[src/design/bsp_pkg.sv]
// Functional notes
// - Capture write data on both clock rises
// - Low write select on K rise starts write
// - High write select ignores write data inputs
// - Byte selects sampled on both rises during writes
// - Nine-bit lanes, select n governs lane n
// - Byte select shares the edge of its beat
// - Deselected byte leaves memory byte unchanged
// - Unselected bytes never disturb neighbouring lanes
// - One shared address bus sampled on K rise
// - Address width 20 narrow, 19 wide
// - Address ignored when its port is deselected
// - Low read select on K rise starts read
// - Each read returns four consecutive beats
// - Read beats launched on both clock rises
// - Pending burst finishes, then outputs float
// - Outputs float while no read is selected
// - Valid flag marks data, aligned with echo clock
// - Accesses start on rising edge of K
// - Free-running echo clock pair follows K
package bsp_pkg;

	// ****************************************
	// Widths of both configurations
	// ****************************************
	localparam int LANE_W = 9;
	localparam int DATA_W_NARROW = 18;
	localparam int DATA_W_WIDE = 36;
	localparam int ADDR_W_NARROW = 20;
	localparam int ADDR_W_WIDE = 19;
	localparam int BURST_LEN = 4;

	// ****************************************
	// Burst progress codes and reset values
	// ****************************************
	localparam logic [1:0] ST_IDLE = 2'h0;
	localparam logic [1:0] ST_FIRST = 2'h1;
	localparam logic [1:0] ST_SECOND = 2'h2;
	localparam logic [2:0] WB_IDLE = 3'h0;
	localparam logic [2:0] WB_BEAT0 = 3'h1;
	localparam logic [2:0] WB_BEAT1 = 3'h2;
	localparam logic [2:0] WB_BEAT2 = 3'h3;
	localparam logic [2:0] WB_BEAT3 = 3'h4;
	localparam logic [1:0] CAP_LAST = 2'h3;

	// ****************************************
	// Link clock divider phases
	// ****************************************
	localparam int CLK_PERIOD_NS = 40;
	localparam int LINK_DIV = 4;
	localparam logic [1:0] PH_RST = 2'h0;
	localparam logic [1:0] PH_MID_HIGH = 2'h0;
	localparam logic [1:0] PH_MID_LOW = 2'h2;
	localparam logic SLOT_READ = 1'b0;

endpackage : bsp_pkg

[src/design/bsp_if.sv]
interface bsp_if #(
	parameter int DATA_W = bsp_pkg::DATA_W_NARROW,
	parameter int ADDR_W = bsp_pkg::ADDR_W_NARROW,
	parameter int LANES = DATA_W / bsp_pkg::LANE_W
);
	logic in_clk;
	logic in_clk_n;
	logic write_port_select_n;
	logic read_port_select_n;
	logic [ADDR_W-1:0] addr;
	logic [DATA_W-1:0] wdata;
	logic [LANES-1:0] byte_lane_write_select_n;
	logic [DATA_W-1:0] rdata;
	logic rdata_oe;
	logic output_valid_flag;
	logic echo_clock_out;
	logic echo_clock_out_n;

	// ****************************************
	// Memory end and controller end
	// ****************************************
	modport mem (
		input in_clk, in_clk_n, write_port_select_n, read_port_select_n,
		input addr, wdata, byte_lane_write_select_n,
		output rdata, rdata_oe, output_valid_flag, echo_clock_out, echo_clock_out_n
	);
	modport ctrl (
		output in_clk, in_clk_n, write_port_select_n, read_port_select_n,
		output addr, wdata, byte_lane_write_select_n,
		input rdata, rdata_oe, output_valid_flag, echo_clock_out, echo_clock_out_n
	);

endinterface : bsp_if

[src/design/bsp_sram_ctl.sv]
module bsp_sram_ctl #(
	parameter int DATA_W = bsp_pkg::DATA_W_NARROW,
	parameter int ADDR_W = bsp_pkg::ADDR_W_NARROW,
	parameter int LANES = DATA_W / bsp_pkg::LANE_W
) (
	bsp_if.ctrl link,
	input wire logic clk_i,
	input wire logic rst_i,
	input wire logic rd_req_i,
	input wire logic [ADDR_W-1:0] rd_addr_i,
	output logic rd_ready_o,
	output logic [4*DATA_W-1:0] rd_data_o,
	output logic rd_valid_o,
	input wire logic wr_req_i,
	input wire logic [ADDR_W-1:0] wr_addr_i,
	input wire logic [4*DATA_W-1:0] wr_data_i,
	input wire logic [4*LANES-1:0] wr_bws_n_i,
	output logic wr_ready_o
);
	// ****************************************
	// Link clock divider
	// ****************************************
	logic [1:0] ph_reg;
	logic [1:0] ph_next;
	logic rst_d_reg;
	logic k_reg;
	logic e_hi;
	logic e_lo;

	assign ph_next = ph_reg + 2'h1;
	assign e_hi = (ph_reg == bsp_pkg::PH_MID_HIGH);
	assign e_lo = (ph_reg == bsp_pkg::PH_MID_LOW);

	// Counts on through reset so the memory end sees clock edges
	always_ff @(posedge clk_i) begin
		rst_d_reg <= rst_i;
		ph_reg <= (rst_i && !rst_d_reg) ? bsp_pkg::PH_RST : ph_next;
		k_reg <= !ph_next[1];
	end

	assign link.in_clk = k_reg;
	assign link.in_clk_n = !k_reg;

	// ****************************************
	// Request holding and slot alternation
	// ****************************************
	logic slot_reg;
	logic rd_pend_reg;
	logic wr_pend_reg;
	logic [ADDR_W-1:0] rd_hold_reg;
	logic [ADDR_W-1:0] wr_hold_reg;
	logic [4*DATA_W-1:0] wd_hold_reg;
	logic [4*LANES-1:0] wm_hold_reg;
	logic [ADDR_W-1:0] addr_reg;
	logic rps_n_reg;
	logic wps_n_reg;
	logic wr_start;

	assign rd_ready_o = !rd_pend_reg;
	assign wr_ready_o = !wr_pend_reg;
	assign wr_start = e_lo && (slot_reg != bsp_pkg::SLOT_READ) && wr_pend_reg;

	// One request of each kind waits for its own slot
	always_ff @(posedge clk_i) begin
		if (rst_i) begin
			rd_pend_reg <= 1'b0;
			wr_pend_reg <= 1'b0;
		end else begin
			if (rd_req_i && !rd_pend_reg)
				rd_pend_reg <= 1'b1;
			else if (e_lo && slot_reg == bsp_pkg::SLOT_READ)
				rd_pend_reg <= 1'b0;
			if (wr_req_i && !wr_pend_reg)
				wr_pend_reg <= 1'b1;
			else if (wr_start)
				wr_pend_reg <= 1'b0;
		end
		if (rd_req_i && !rd_pend_reg)
			rd_hold_reg <= rd_addr_i;
		// Data and lane mask are taken with the request, not at the slot
		if (wr_req_i && !wr_pend_reg) begin
			wr_hold_reg <= wr_addr_i;
			wd_hold_reg <= wr_data_i;
			wm_hold_reg <= wr_bws_n_i;
		end
	end

	// Selects set mid-low, held across the K rise, cleared mid-high
	always_ff @(posedge clk_i) begin
		if (rst_i) begin
			slot_reg <= bsp_pkg::SLOT_READ;
			rps_n_reg <= 1'b1;
			wps_n_reg <= 1'b1;
			addr_reg <= '0;
		end else if (e_lo) begin
			slot_reg <= !slot_reg;
			rps_n_reg <= !(slot_reg == bsp_pkg::SLOT_READ && rd_pend_reg);
			wps_n_reg <= !wr_start;
			if (slot_reg == bsp_pkg::SLOT_READ && rd_pend_reg)
				addr_reg <= rd_hold_reg;
			else if (wr_start)
				addr_reg <= wr_hold_reg;
		end else if (e_hi) begin
			rps_n_reg <= 1'b1;
			wps_n_reg <= 1'b1;
		end
	end

	assign link.read_port_select_n = rps_n_reg;
	assign link.write_port_select_n = wps_n_reg;
	assign link.addr = addr_reg;

	// ****************************************
	// Write beats
	// ****************************************
	logic [2:0] wcnt_reg;
	logic [4*DATA_W-1:0] wbuf_reg;
	logic [4*LANES-1:0] wbws_reg;
	logic [DATA_W-1:0] d_reg;
	logic [LANES-1:0] bws_reg;

	// Beats centred between the edges that sample them
	always_ff @(posedge clk_i) begin
		if (rst_i) begin
			wcnt_reg <= bsp_pkg::WB_IDLE;
			d_reg <= '0;
			bws_reg <= '1;
		end else if (e_hi) begin
			if (wcnt_reg == bsp_pkg::WB_BEAT0 || wcnt_reg == bsp_pkg::WB_BEAT2) begin
				d_reg <= wbuf_reg[(wcnt_reg == bsp_pkg::WB_BEAT0 ? 0 : 2)*DATA_W +: DATA_W];
				bws_reg <= wbws_reg[(wcnt_reg == bsp_pkg::WB_BEAT0 ? 0 : 2)*LANES +: LANES];
				wcnt_reg <= wcnt_reg + 3'h1;
			end else begin
				d_reg <= '0;
				bws_reg <= '1;
			end
		end else if (e_lo) begin
			if (wcnt_reg == bsp_pkg::WB_BEAT1 || wcnt_reg == bsp_pkg::WB_BEAT3) begin
				d_reg <= wbuf_reg[(wcnt_reg == bsp_pkg::WB_BEAT1 ? 1 : 3)*DATA_W +: DATA_W];
				bws_reg <= wbws_reg[(wcnt_reg == bsp_pkg::WB_BEAT1 ? 1 : 3)*LANES +: LANES];
			end else begin
				d_reg <= '0;
				bws_reg <= '1;
			end
			if (wr_start)
				wcnt_reg <= bsp_pkg::WB_BEAT0;
			else if (wcnt_reg == bsp_pkg::WB_BEAT3)
				wcnt_reg <= bsp_pkg::WB_IDLE;
			else if (wcnt_reg == bsp_pkg::WB_BEAT1)
				wcnt_reg <= bsp_pkg::WB_BEAT2;
		end
		// Copied at the slot, so a new request cannot disturb a running burst
		if (wr_start) begin
			wbuf_reg <= wd_hold_reg;
			wbws_reg <= wm_hold_reg;
		end
	end

	assign link.wdata = d_reg;
	assign link.byte_lane_write_select_n = bws_reg;

	// ****************************************
	// Read capture
	// ****************************************
	logic [1:0] rcap_reg;
	logic [3*DATA_W-1:0] rbuf_reg;

	// Sampled mid-phase, away from the launching edges of our own clock
	always_ff @(posedge clk_i) begin
		if (rst_i) begin
			rcap_reg <= 2'h0;
			rd_valid_o <= 1'b0;
			rd_data_o <= '0;
		end else begin
			rd_valid_o <= 1'b0;
			if ((e_hi || e_lo) && link.output_valid_flag && link.rdata_oe) begin
				rcap_reg <= rcap_reg + 2'h1;
				if (rcap_reg == bsp_pkg::CAP_LAST) begin
					rd_data_o <= {link.rdata, rbuf_reg};
					rd_valid_o <= 1'b1;
				end else begin
					rbuf_reg[rcap_reg*DATA_W +: DATA_W] <= link.rdata;
				end
			end
		end
	end

endmodule : bsp_sram_ctl

[src/flat_wrapper.sv]
// flat-port wrapper written by rule: the top's interface ports become plain ports
module bsp_sram_ctl_flat 
#(
	parameter int DATA_W = bsp_pkg::DATA_W_NARROW,
	parameter int ADDR_W = bsp_pkg::ADDR_W_NARROW,
	parameter int LANES = DATA_W / bsp_pkg::LANE_W
)
  (clk_i, rst_i, rd_req_i, rd_addr_i, rd_ready_o, rd_data_o, rd_valid_o, wr_req_i, wr_addr_i, wr_data_i, wr_bws_n_i, wr_ready_o, link_in_clk, link_in_clk_n, link_write_port_select_n, link_read_port_select_n, link_addr, link_wdata, link_byte_lane_write_select_n, link_rdata, link_rdata_oe, link_output_valid_flag, link_echo_clock_out, link_echo_clock_out_n);
  bsp_if #(.DATA_W(DATA_W), .ADDR_W(ADDR_W), .LANES(LANES)) link_i ();
  input wire logic clk_i;
  input wire logic rst_i;
  input wire logic rd_req_i;
  input wire logic [ADDR_W-1:0] rd_addr_i;
  output logic rd_ready_o;
  output logic [4*DATA_W-1:0] rd_data_o;
  output logic rd_valid_o;
  input wire logic wr_req_i;
  input wire logic [ADDR_W-1:0] wr_addr_i;
  input wire logic [4*DATA_W-1:0] wr_data_i;
  input wire logic [4*LANES-1:0] wr_bws_n_i;
  output logic wr_ready_o;
  output wire logic [$bits(link_i.in_clk)-1:0] link_in_clk;
  output wire logic [$bits(link_i.in_clk_n)-1:0] link_in_clk_n;
  output wire logic [$bits(link_i.write_port_select_n)-1:0] link_write_port_select_n;
  output wire logic [$bits(link_i.read_port_select_n)-1:0] link_read_port_select_n;
  output wire logic [$bits(link_i.addr)-1:0] link_addr;
  output wire logic [$bits(link_i.wdata)-1:0] link_wdata;
  output wire logic [$bits(link_i.byte_lane_write_select_n)-1:0] link_byte_lane_write_select_n;
  input wire logic [$bits(link_i.rdata)-1:0] link_rdata;
  input wire logic [$bits(link_i.rdata_oe)-1:0] link_rdata_oe;
  input wire logic [$bits(link_i.output_valid_flag)-1:0] link_output_valid_flag;
  input wire logic [$bits(link_i.echo_clock_out)-1:0] link_echo_clock_out;
  input wire logic [$bits(link_i.echo_clock_out_n)-1:0] link_echo_clock_out_n;
  assign link_in_clk = link_i.in_clk;
  assign link_in_clk_n = link_i.in_clk_n;
  assign link_write_port_select_n = link_i.write_port_select_n;
  assign link_read_port_select_n = link_i.read_port_select_n;
  assign link_addr = link_i.addr;
  assign link_wdata = link_i.wdata;
  assign link_byte_lane_write_select_n = link_i.byte_lane_write_select_n;
  assign link_i.rdata = link_rdata;
  assign link_i.rdata_oe = link_rdata_oe;
  assign link_i.output_valid_flag = link_output_valid_flag;
  assign link_i.echo_clock_out = link_echo_clock_out;
  assign link_i.echo_clock_out_n = link_echo_clock_out_n;
  bsp_sram_ctl #(.DATA_W(DATA_W), .ADDR_W(ADDR_W), .LANES(LANES)) u_core (.link(link_i), .clk_i(clk_i), .rst_i(rst_i), .rd_req_i(rd_req_i), .rd_addr_i(rd_addr_i), .rd_ready_o(rd_ready_o), .rd_data_o(rd_data_o), .rd_valid_o(rd_valid_o), .wr_req_i(wr_req_i), .wr_addr_i(wr_addr_i), .wr_data_i(wr_data_i), .wr_bws_n_i(wr_bws_n_i), .wr_ready_o(wr_ready_o));
endmodule
[config.mk]
export PLATFORM = sky130hd
export DESIGN_NAME = bsp_sram_ctl_flat
export DESIGN_NICKNAME = d
export VERILOG_FILES = /design/src/design/bsp_pkg.sv /design/src/design/bsp_if.sv /design/src/design/bsp_sram_ctl.sv /design/src/flat_wrapper.sv
export SDC_FILE = /design/constraint.sdc
export NUM_CORES = 1
export LEC_CHECK = 0
export BUFFER_PORTS_ARGS = -buffer_cell sky130_fd_sc_hd__buf_2
export CAP_MARGIN = 25
export CORE_MARGIN = 4
export CORE_UTILIZATION = 45
export DETAILED_ROUTE_END_ITERATION = 16
export PLACE_DENSITY_LB_ADDON = 0.05
export SLEW_MARGIN = 20
export SYNTH_ARGS = -nofsm -noshare
export SYNTH_HDL_FRONTEND = slang
export SYNTH_SLANG_ARGS = --single-unit
[constraint.sdc]
create_clock -name clk_i -period 8.2 [get_ports clk_i]
set_input_delay 0 -clock clk_i [delete_from_list [all_inputs] [get_ports clk_i]]
set_output_delay 0 -clock clk_i [all_outputs]
set_load 0.02 [all_outputs]
==> summary.md <==
The run gives 0 as the final-report hold violation count. TritonCTS built the clock tree. Per report_power, the combinational group accounts for 15.2% of the total. For this run, the slowest stage of the critical path takes 0.94 ns. After routing the design area is 19,200 um2. Entering global routing, the biggest net connects 73 pins. The worst hold path belongs to the class in2reg.

The static power due to leakage was 7.16 nW; the global-route wire length before repair was 56,500 um. The clock network accounts for 37.9% of the total power. The run gives 0 as the number of setup buffers added after CTS. By area, the combinational part of the netlist is dominated by simple AND/OR/NAND/NOR gates. For the via count of the first global-routing pass, the log shows 9,950. The layer with the highest usage after global routing is met2. The vias per cell came out at 5.05. The total core area was 31,900 um2. Traced cell by cell, the critical path runs through inv_1 > ha_1 > buf_4 > nand2b_1 > nor2_1 > a22oi_2 > o22ai_1. Class of the most critical setup path: reg2reg.

The number of buffers inserted by hold repair at cts was 142; the count of unresolved DRC violations after routing was 0. The flow ran to the end, and the final reports show no timing, DRC or antenna violations. Compared with the post-synthesis result, the final layout area differs by 30.4%.

The net count of the mapped netlist is 1,267, and the proportion of layout cells with a drive suffix above 1 is 27.4%. The cell area that synthesis handed to floorplanning was 14,700 um2. CTS placed an instance of sky130_fd_sc_hd__clkbuf_16 at the clock tree root. For this run, the leading register cell type out of synthesis is sky130_fd_sc_hd__edfxtp_1. The routed wire length per instance came out at 18.5 um. Static timing analysis puts the maximum clock frequency at 0.290 GHz.

The analysis attributes to net switching a power of 1.21 mW. From left edge to right edge, the die measures 189 um. The run gives 0 as the initial antenna violation count.

For this configuration, the core starts out at a cell density of 46.2%. Row generation in the floorplan step produced 65 rows. The run gives 9,933 as the number of vias after detailed routing. The tools report the cell count after synthesis as 1,109. The logs give 16,400 um2 for the total placed instance area and 69.1% for the post-synthesis sequential area ratio.

For the worst-skew pair, the clock arrives at the later sink with an insertion delay of 0.52 ns. Summing the areas of all compound-gate instances in the mapped netlist gives 9.38% of the synthesized area. The layout net count is 1,659, and the total global routing overflow is 0. In this run the tightest slew margin relative to its limit is 36.9%. The number of detailed-routing iterations run before antenna repair is 5.

Once the clock tree was built, the resizer swapped 0 gates to a different size. All-layer global routing usage: 20.0%. Internal power comes to 3.56 mW. Post-synthesis register bit count: 381. For this design the ratio of total power to cell area is 248 nW/um2. STA puts the critical path data arrival time at 3.76 ns. The number of buffers and inverters on the critical path is 2.

Setup repair after global routing left no endpoint under its margin. The met1 global-route usage is 25.5%, and the count of flip-flops with a built-in enable after synthesis is 254. Routability-driven placement finished with a final weighted congestion of 0.915.

For this block, the initial DRC count from the detailed router was 589. The half-perimeter wire length of the detailed placement result came out at 23,500 um. The number of setup violations in the final report came out at 0. The tools report the number of levels the H-tree was split into as 2. In the post-synthesis netlist, the biggest area contributors are sky130_fd_sc_hd__edfxtp_1, sky130_fd_sc_hd__dfxtp_1, sky130_fd_sc_hd__nand2_1. IR analysis of the VDD net gives a maximum drop of 0.164 mV. The post-CTS clock slew at the launch and capture registers of the worst setup and hold paths was 0.06 ns. The number of buffers inserted by port buffering was 262; the maximum fanout encountered on the critical timing path was 41. The cell class contributing the biggest share of worst-path delay is flip-flops.

Of the total synthesized cell area, the portion taken by full adders, half adders and majority gates is 1.02%. For this design, the sink count on the clock tree is 381. The mean cell area of the mapped netlist came out at 13.3 um2. The run gives 0 as the number of antenna cells inserted. Yosys printed 0 warnings. The die height works out to 189 um. Of all flip-flops after synthesis, the portion carrying an async set or reset was 0%. The count of final max-slew check failures was 0; the setup TNS was 0 ns. Net switching is 25.3% of the power. Sort of element at the end of the critical path: a flop. The tool flagged a number of max-cap violations equal to 0. The logs give 41 for the number of buffers created by CTS and 265 for the number of top-level pins. Counting I/O delays and the setup requirement, the final critical path takes 3.45 ns. The count of cells in the finished layout, fillers not included, comes to 1,968. For the total detailed-routing wirelength, the log shows 36,300 um.

The multiplexer area fraction after synthesis works out to 7.48%. For this run, global-route usage on met2 was measured as 35.6%. The final critical path takes up 42.0% of the cycle. The clock tree skew after final layout was 0.0139 ns; the actual slew at the worst max-slew pin was 0.946 ns. At the worst endpoint, the required time is 8.51 ns. The die covers 35,700 um2. The maximum clock insertion buffer count was 3; the number of filler cells placed in the layout was 2,634.

Sequential share of power: 46.9%. For this run, global-route usage on met3 was measured as 3.17%. The cell with the largest stage delay on the worst path was sky130_fd_sc_hd__dfxtp_2.

The biggest area contributor in the post-synthesis netlist is sky130_fd_sc_hd__edfxtp_1. After synthesis, the largest area contributor takes up 51.8% of total cell area. The antenna violation net count after detailed routing came out at 0. Number of placed instances, taps included: 1,751. The tools report the startpoint class of the critical path as a flop. The post-synthesis share of cell area spent on xor and xnor gates is 0.119%. The number of distinct standard cells referenced by the synthesized netlist came out at 72. Of the total synthesized cell area, the portion taken by AND, OR, NAND and NOR gates is 9.93%.
==> worst reg2reg max path: stages, from the launching register on <==
cell                       delay [ns]
sky130_fd_sc_hd__dfxtp_2         0.94
sky130_fd_sc_hd__inv_1           0.26
sky130_fd_sc_hd__ha_1            0.54
sky130_fd_sc_hd__buf_4           0.47
sky130_fd_sc_hd__nand2b_1        0.26
sky130_fd_sc_hd__nor2_1          0.32
sky130_fd_sc_hd__a22oi_2         0.14
sky130_fd_sc_hd__o22ai_1         0.30
==> power groups by stage <==
stage / sequential (mW) / combinational (mW) / clock (mW)
global route: 2.25 / 0.785 / 1.94
global placement: 2.27 / 0.660 / 0
detailed placement: 2.27 / 0.671 / 0
finish: 2.23 / 0.724 / 1.81
floorplan: 2.31 / 0.403 / 0
CTS: 2.23 / 0.728 / 1.85
==> worst paths after layout <==
path / slack (ns) / startpoint / cells past startpoint / end
max reg2reg: 4.75 / u_core.rcap_reg[0] / 7 / u_core.rbuf_reg[13]
max: 4.75 / u_core.rcap_reg[0] / 7 / u_core.rbuf_reg[13]
min reg2reg: 0.41 / u_core.ph_reg[0] / 1 / u_core.ph_reg[0]
min: 0.02 / link_rdata_oe / 4 / u_core.rcap_reg[0]
==> cell usage in the layout, fill, tap and decap left out, types with 4 or more instances in the layout <==
| master | instances |
|---|---|
| sky130_fd_sc_hd__a211o_1 | 4 |
| sky130_fd_sc_hd__a211oi_1 | 24 |
| sky130_fd_sc_hd__a21oi_1 | 86 |
| sky130_fd_sc_hd__a221oi_1 | 10 |
| sky130_fd_sc_hd__a221oi_2 | 9 |
| sky130_fd_sc_hd__a22oi_1 | 5 |
| sky130_fd_sc_hd__a31oi_1 | 4 |
| sky130_fd_sc_hd__buf_2 | 261 |
| sky130_fd_sc_hd__buf_4 | 18 |
| sky130_fd_sc_hd__bufinv_16 | 4 |
| sky130_fd_sc_hd__clkbuf_1 | 8 |
| sky130_fd_sc_hd__clkbuf_16 | 42 |
| sky130_fd_sc_hd__clkbuf_8 | 4 |
| sky130_fd_sc_hd__clkinv_1 | 8 |
| sky130_fd_sc_hd__clkinv_2 | 7 |
| sky130_fd_sc_hd__dfxtp_1 | 126 |
| sky130_fd_sc_hd__dlygate4sd3_1 | 142 |
| sky130_fd_sc_hd__edfxtp_1 | 254 |
| sky130_fd_sc_hd__ha_1 | 12 |
| sky130_fd_sc_hd__inv_1 | 16 |
| sky130_fd_sc_hd__mux2_1 | 8 |
| sky130_fd_sc_hd__mux2_2 | 30 |
| sky130_fd_sc_hd__mux2_4 | 9 |
| sky130_fd_sc_hd__mux2i_1 | 42 |
| sky130_fd_sc_hd__mux4_2 | 4 |
| sky130_fd_sc_hd__nand2_1 | 160 |
| sky130_fd_sc_hd__nand2b_1 | 9 |
| sky130_fd_sc_hd__nand3_1 | 10 |
| sky130_fd_sc_hd__nor2_1 | 77 |
| sky130_fd_sc_hd__nor2b_1 | 10 |
| sky130_fd_sc_hd__nor3_1 | 30 |
| sky130_fd_sc_hd__o21ai_0 | 9 |
| sky130_fd_sc_hd__o21ai_1 | 4 |
| sky130_fd_sc_hd__o22a_1 | 5 |
| sky130_fd_sc_hd__o22ai_1 | 15 |
==> cell type report <==
type | count | area [um2] | area share (%)
flip-flops and latches | 381 | 10200 | 53.0
clock inverters | 21 | 210 | 1.10
clock buffers | 54 | 1140 | 5.92
multi-input cells | 637 | 4150 | 21.6
well taps | 435 | 544 | 2.84
repair buffers | 424 | 2930 | 15.2
inverters | 16 | 60.1 | 0.313
==> logic make-up (layout without fill, tap and decap cells) <==
| family | count (synthesis) | after routing |
|---|---|---|
| buffers and inverters | 91 | 515 |
| AOI/OAI and AO/OA | 200 | 200 |
| adders and majority gates | 12 | 12 |
| xor gates and xnor gates | 2 | 2 |
| DFF | 381 | 381 |
| muxes | 95 | 95 |
| and+or+nand+nor | 328 | 328 |
==> cells in the mapped netlist (3+ instances only) <==
cell type	instances
sky130_fd_sc_hd__ha_1	12
sky130_fd_sc_hd__mux2i_1	42
sky130_fd_sc_hd__o21ai_1	4
sky130_fd_sc_hd__o22ai_1	15
sky130_fd_sc_hd__nand3b_1	3
sky130_fd_sc_hd__a211oi_1	24
sky130_fd_sc_hd__clkbuf_1	35
sky130_fd_sc_hd__o21ai_0	9
sky130_fd_sc_hd__nand2_1	160
sky130_fd_sc_hd__nor2b_1	14
sky130_fd_sc_hd__a21oi_1	86
sky130_fd_sc_hd__edfxtp_1	254
sky130_fd_sc_hd__a211o_1	4
sky130_fd_sc_hd__mux4_2	4
sky130_fd_sc_hd__nand3_1	10
sky130_fd_sc_hd__mux2_1	8
sky130_fd_sc_hd__a31oi_1	4
sky130_fd_sc_hd__o32ai_1	3
sky130_fd_sc_hd__a221oi_1	10
sky130_fd_sc_hd__o22a_1	5
sky130_fd_sc_hd__mux2_4	9
sky130_fd_sc_hd__a32o_1	3
sky130_fd_sc_hd__buf_2	31
sky130_fd_sc_hd__nor3_1	30
sky130_fd_sc_hd__mux2_2	30
sky130_fd_sc_hd__nor2_1	77
sky130_fd_sc_hd__inv_1	16
sky130_fd_sc_hd__dfxtp_1	127
sky130_fd_sc_hd__a221oi_2	9
sky130_fd_sc_hd__nor3b_2	3
sky130_fd_sc_hd__buf_6	3
sky130_fd_sc_hd__a22oi_1	5
sky130_fd_sc_hd__nand2b_1	9
==> per-stage QoR <==
stage          power [mW]  hold slack, ns  setup slack, ns  util, %
2_1_floorplan        2.71          0.0277             2.86        -
3_3_place_gp         2.93           0.177             4.79     51.3
3_5_place_dp         2.94           0.178             4.76     51.5
4_1_cts              4.81         0.00468             4.75     60.2
5_1_grt              4.97          0.0368             4.48     60.2
6_report             4.77          0.0170             4.75     60.2
==> routing by layer <==
metal	wire length, um	up-vias
met5	0	-
met2	18800	251
met4	962	0
met1	15000	4758
met3	1640	64
li1	-	4860
No activity file was read; power rests on OpenSTA's default activity.
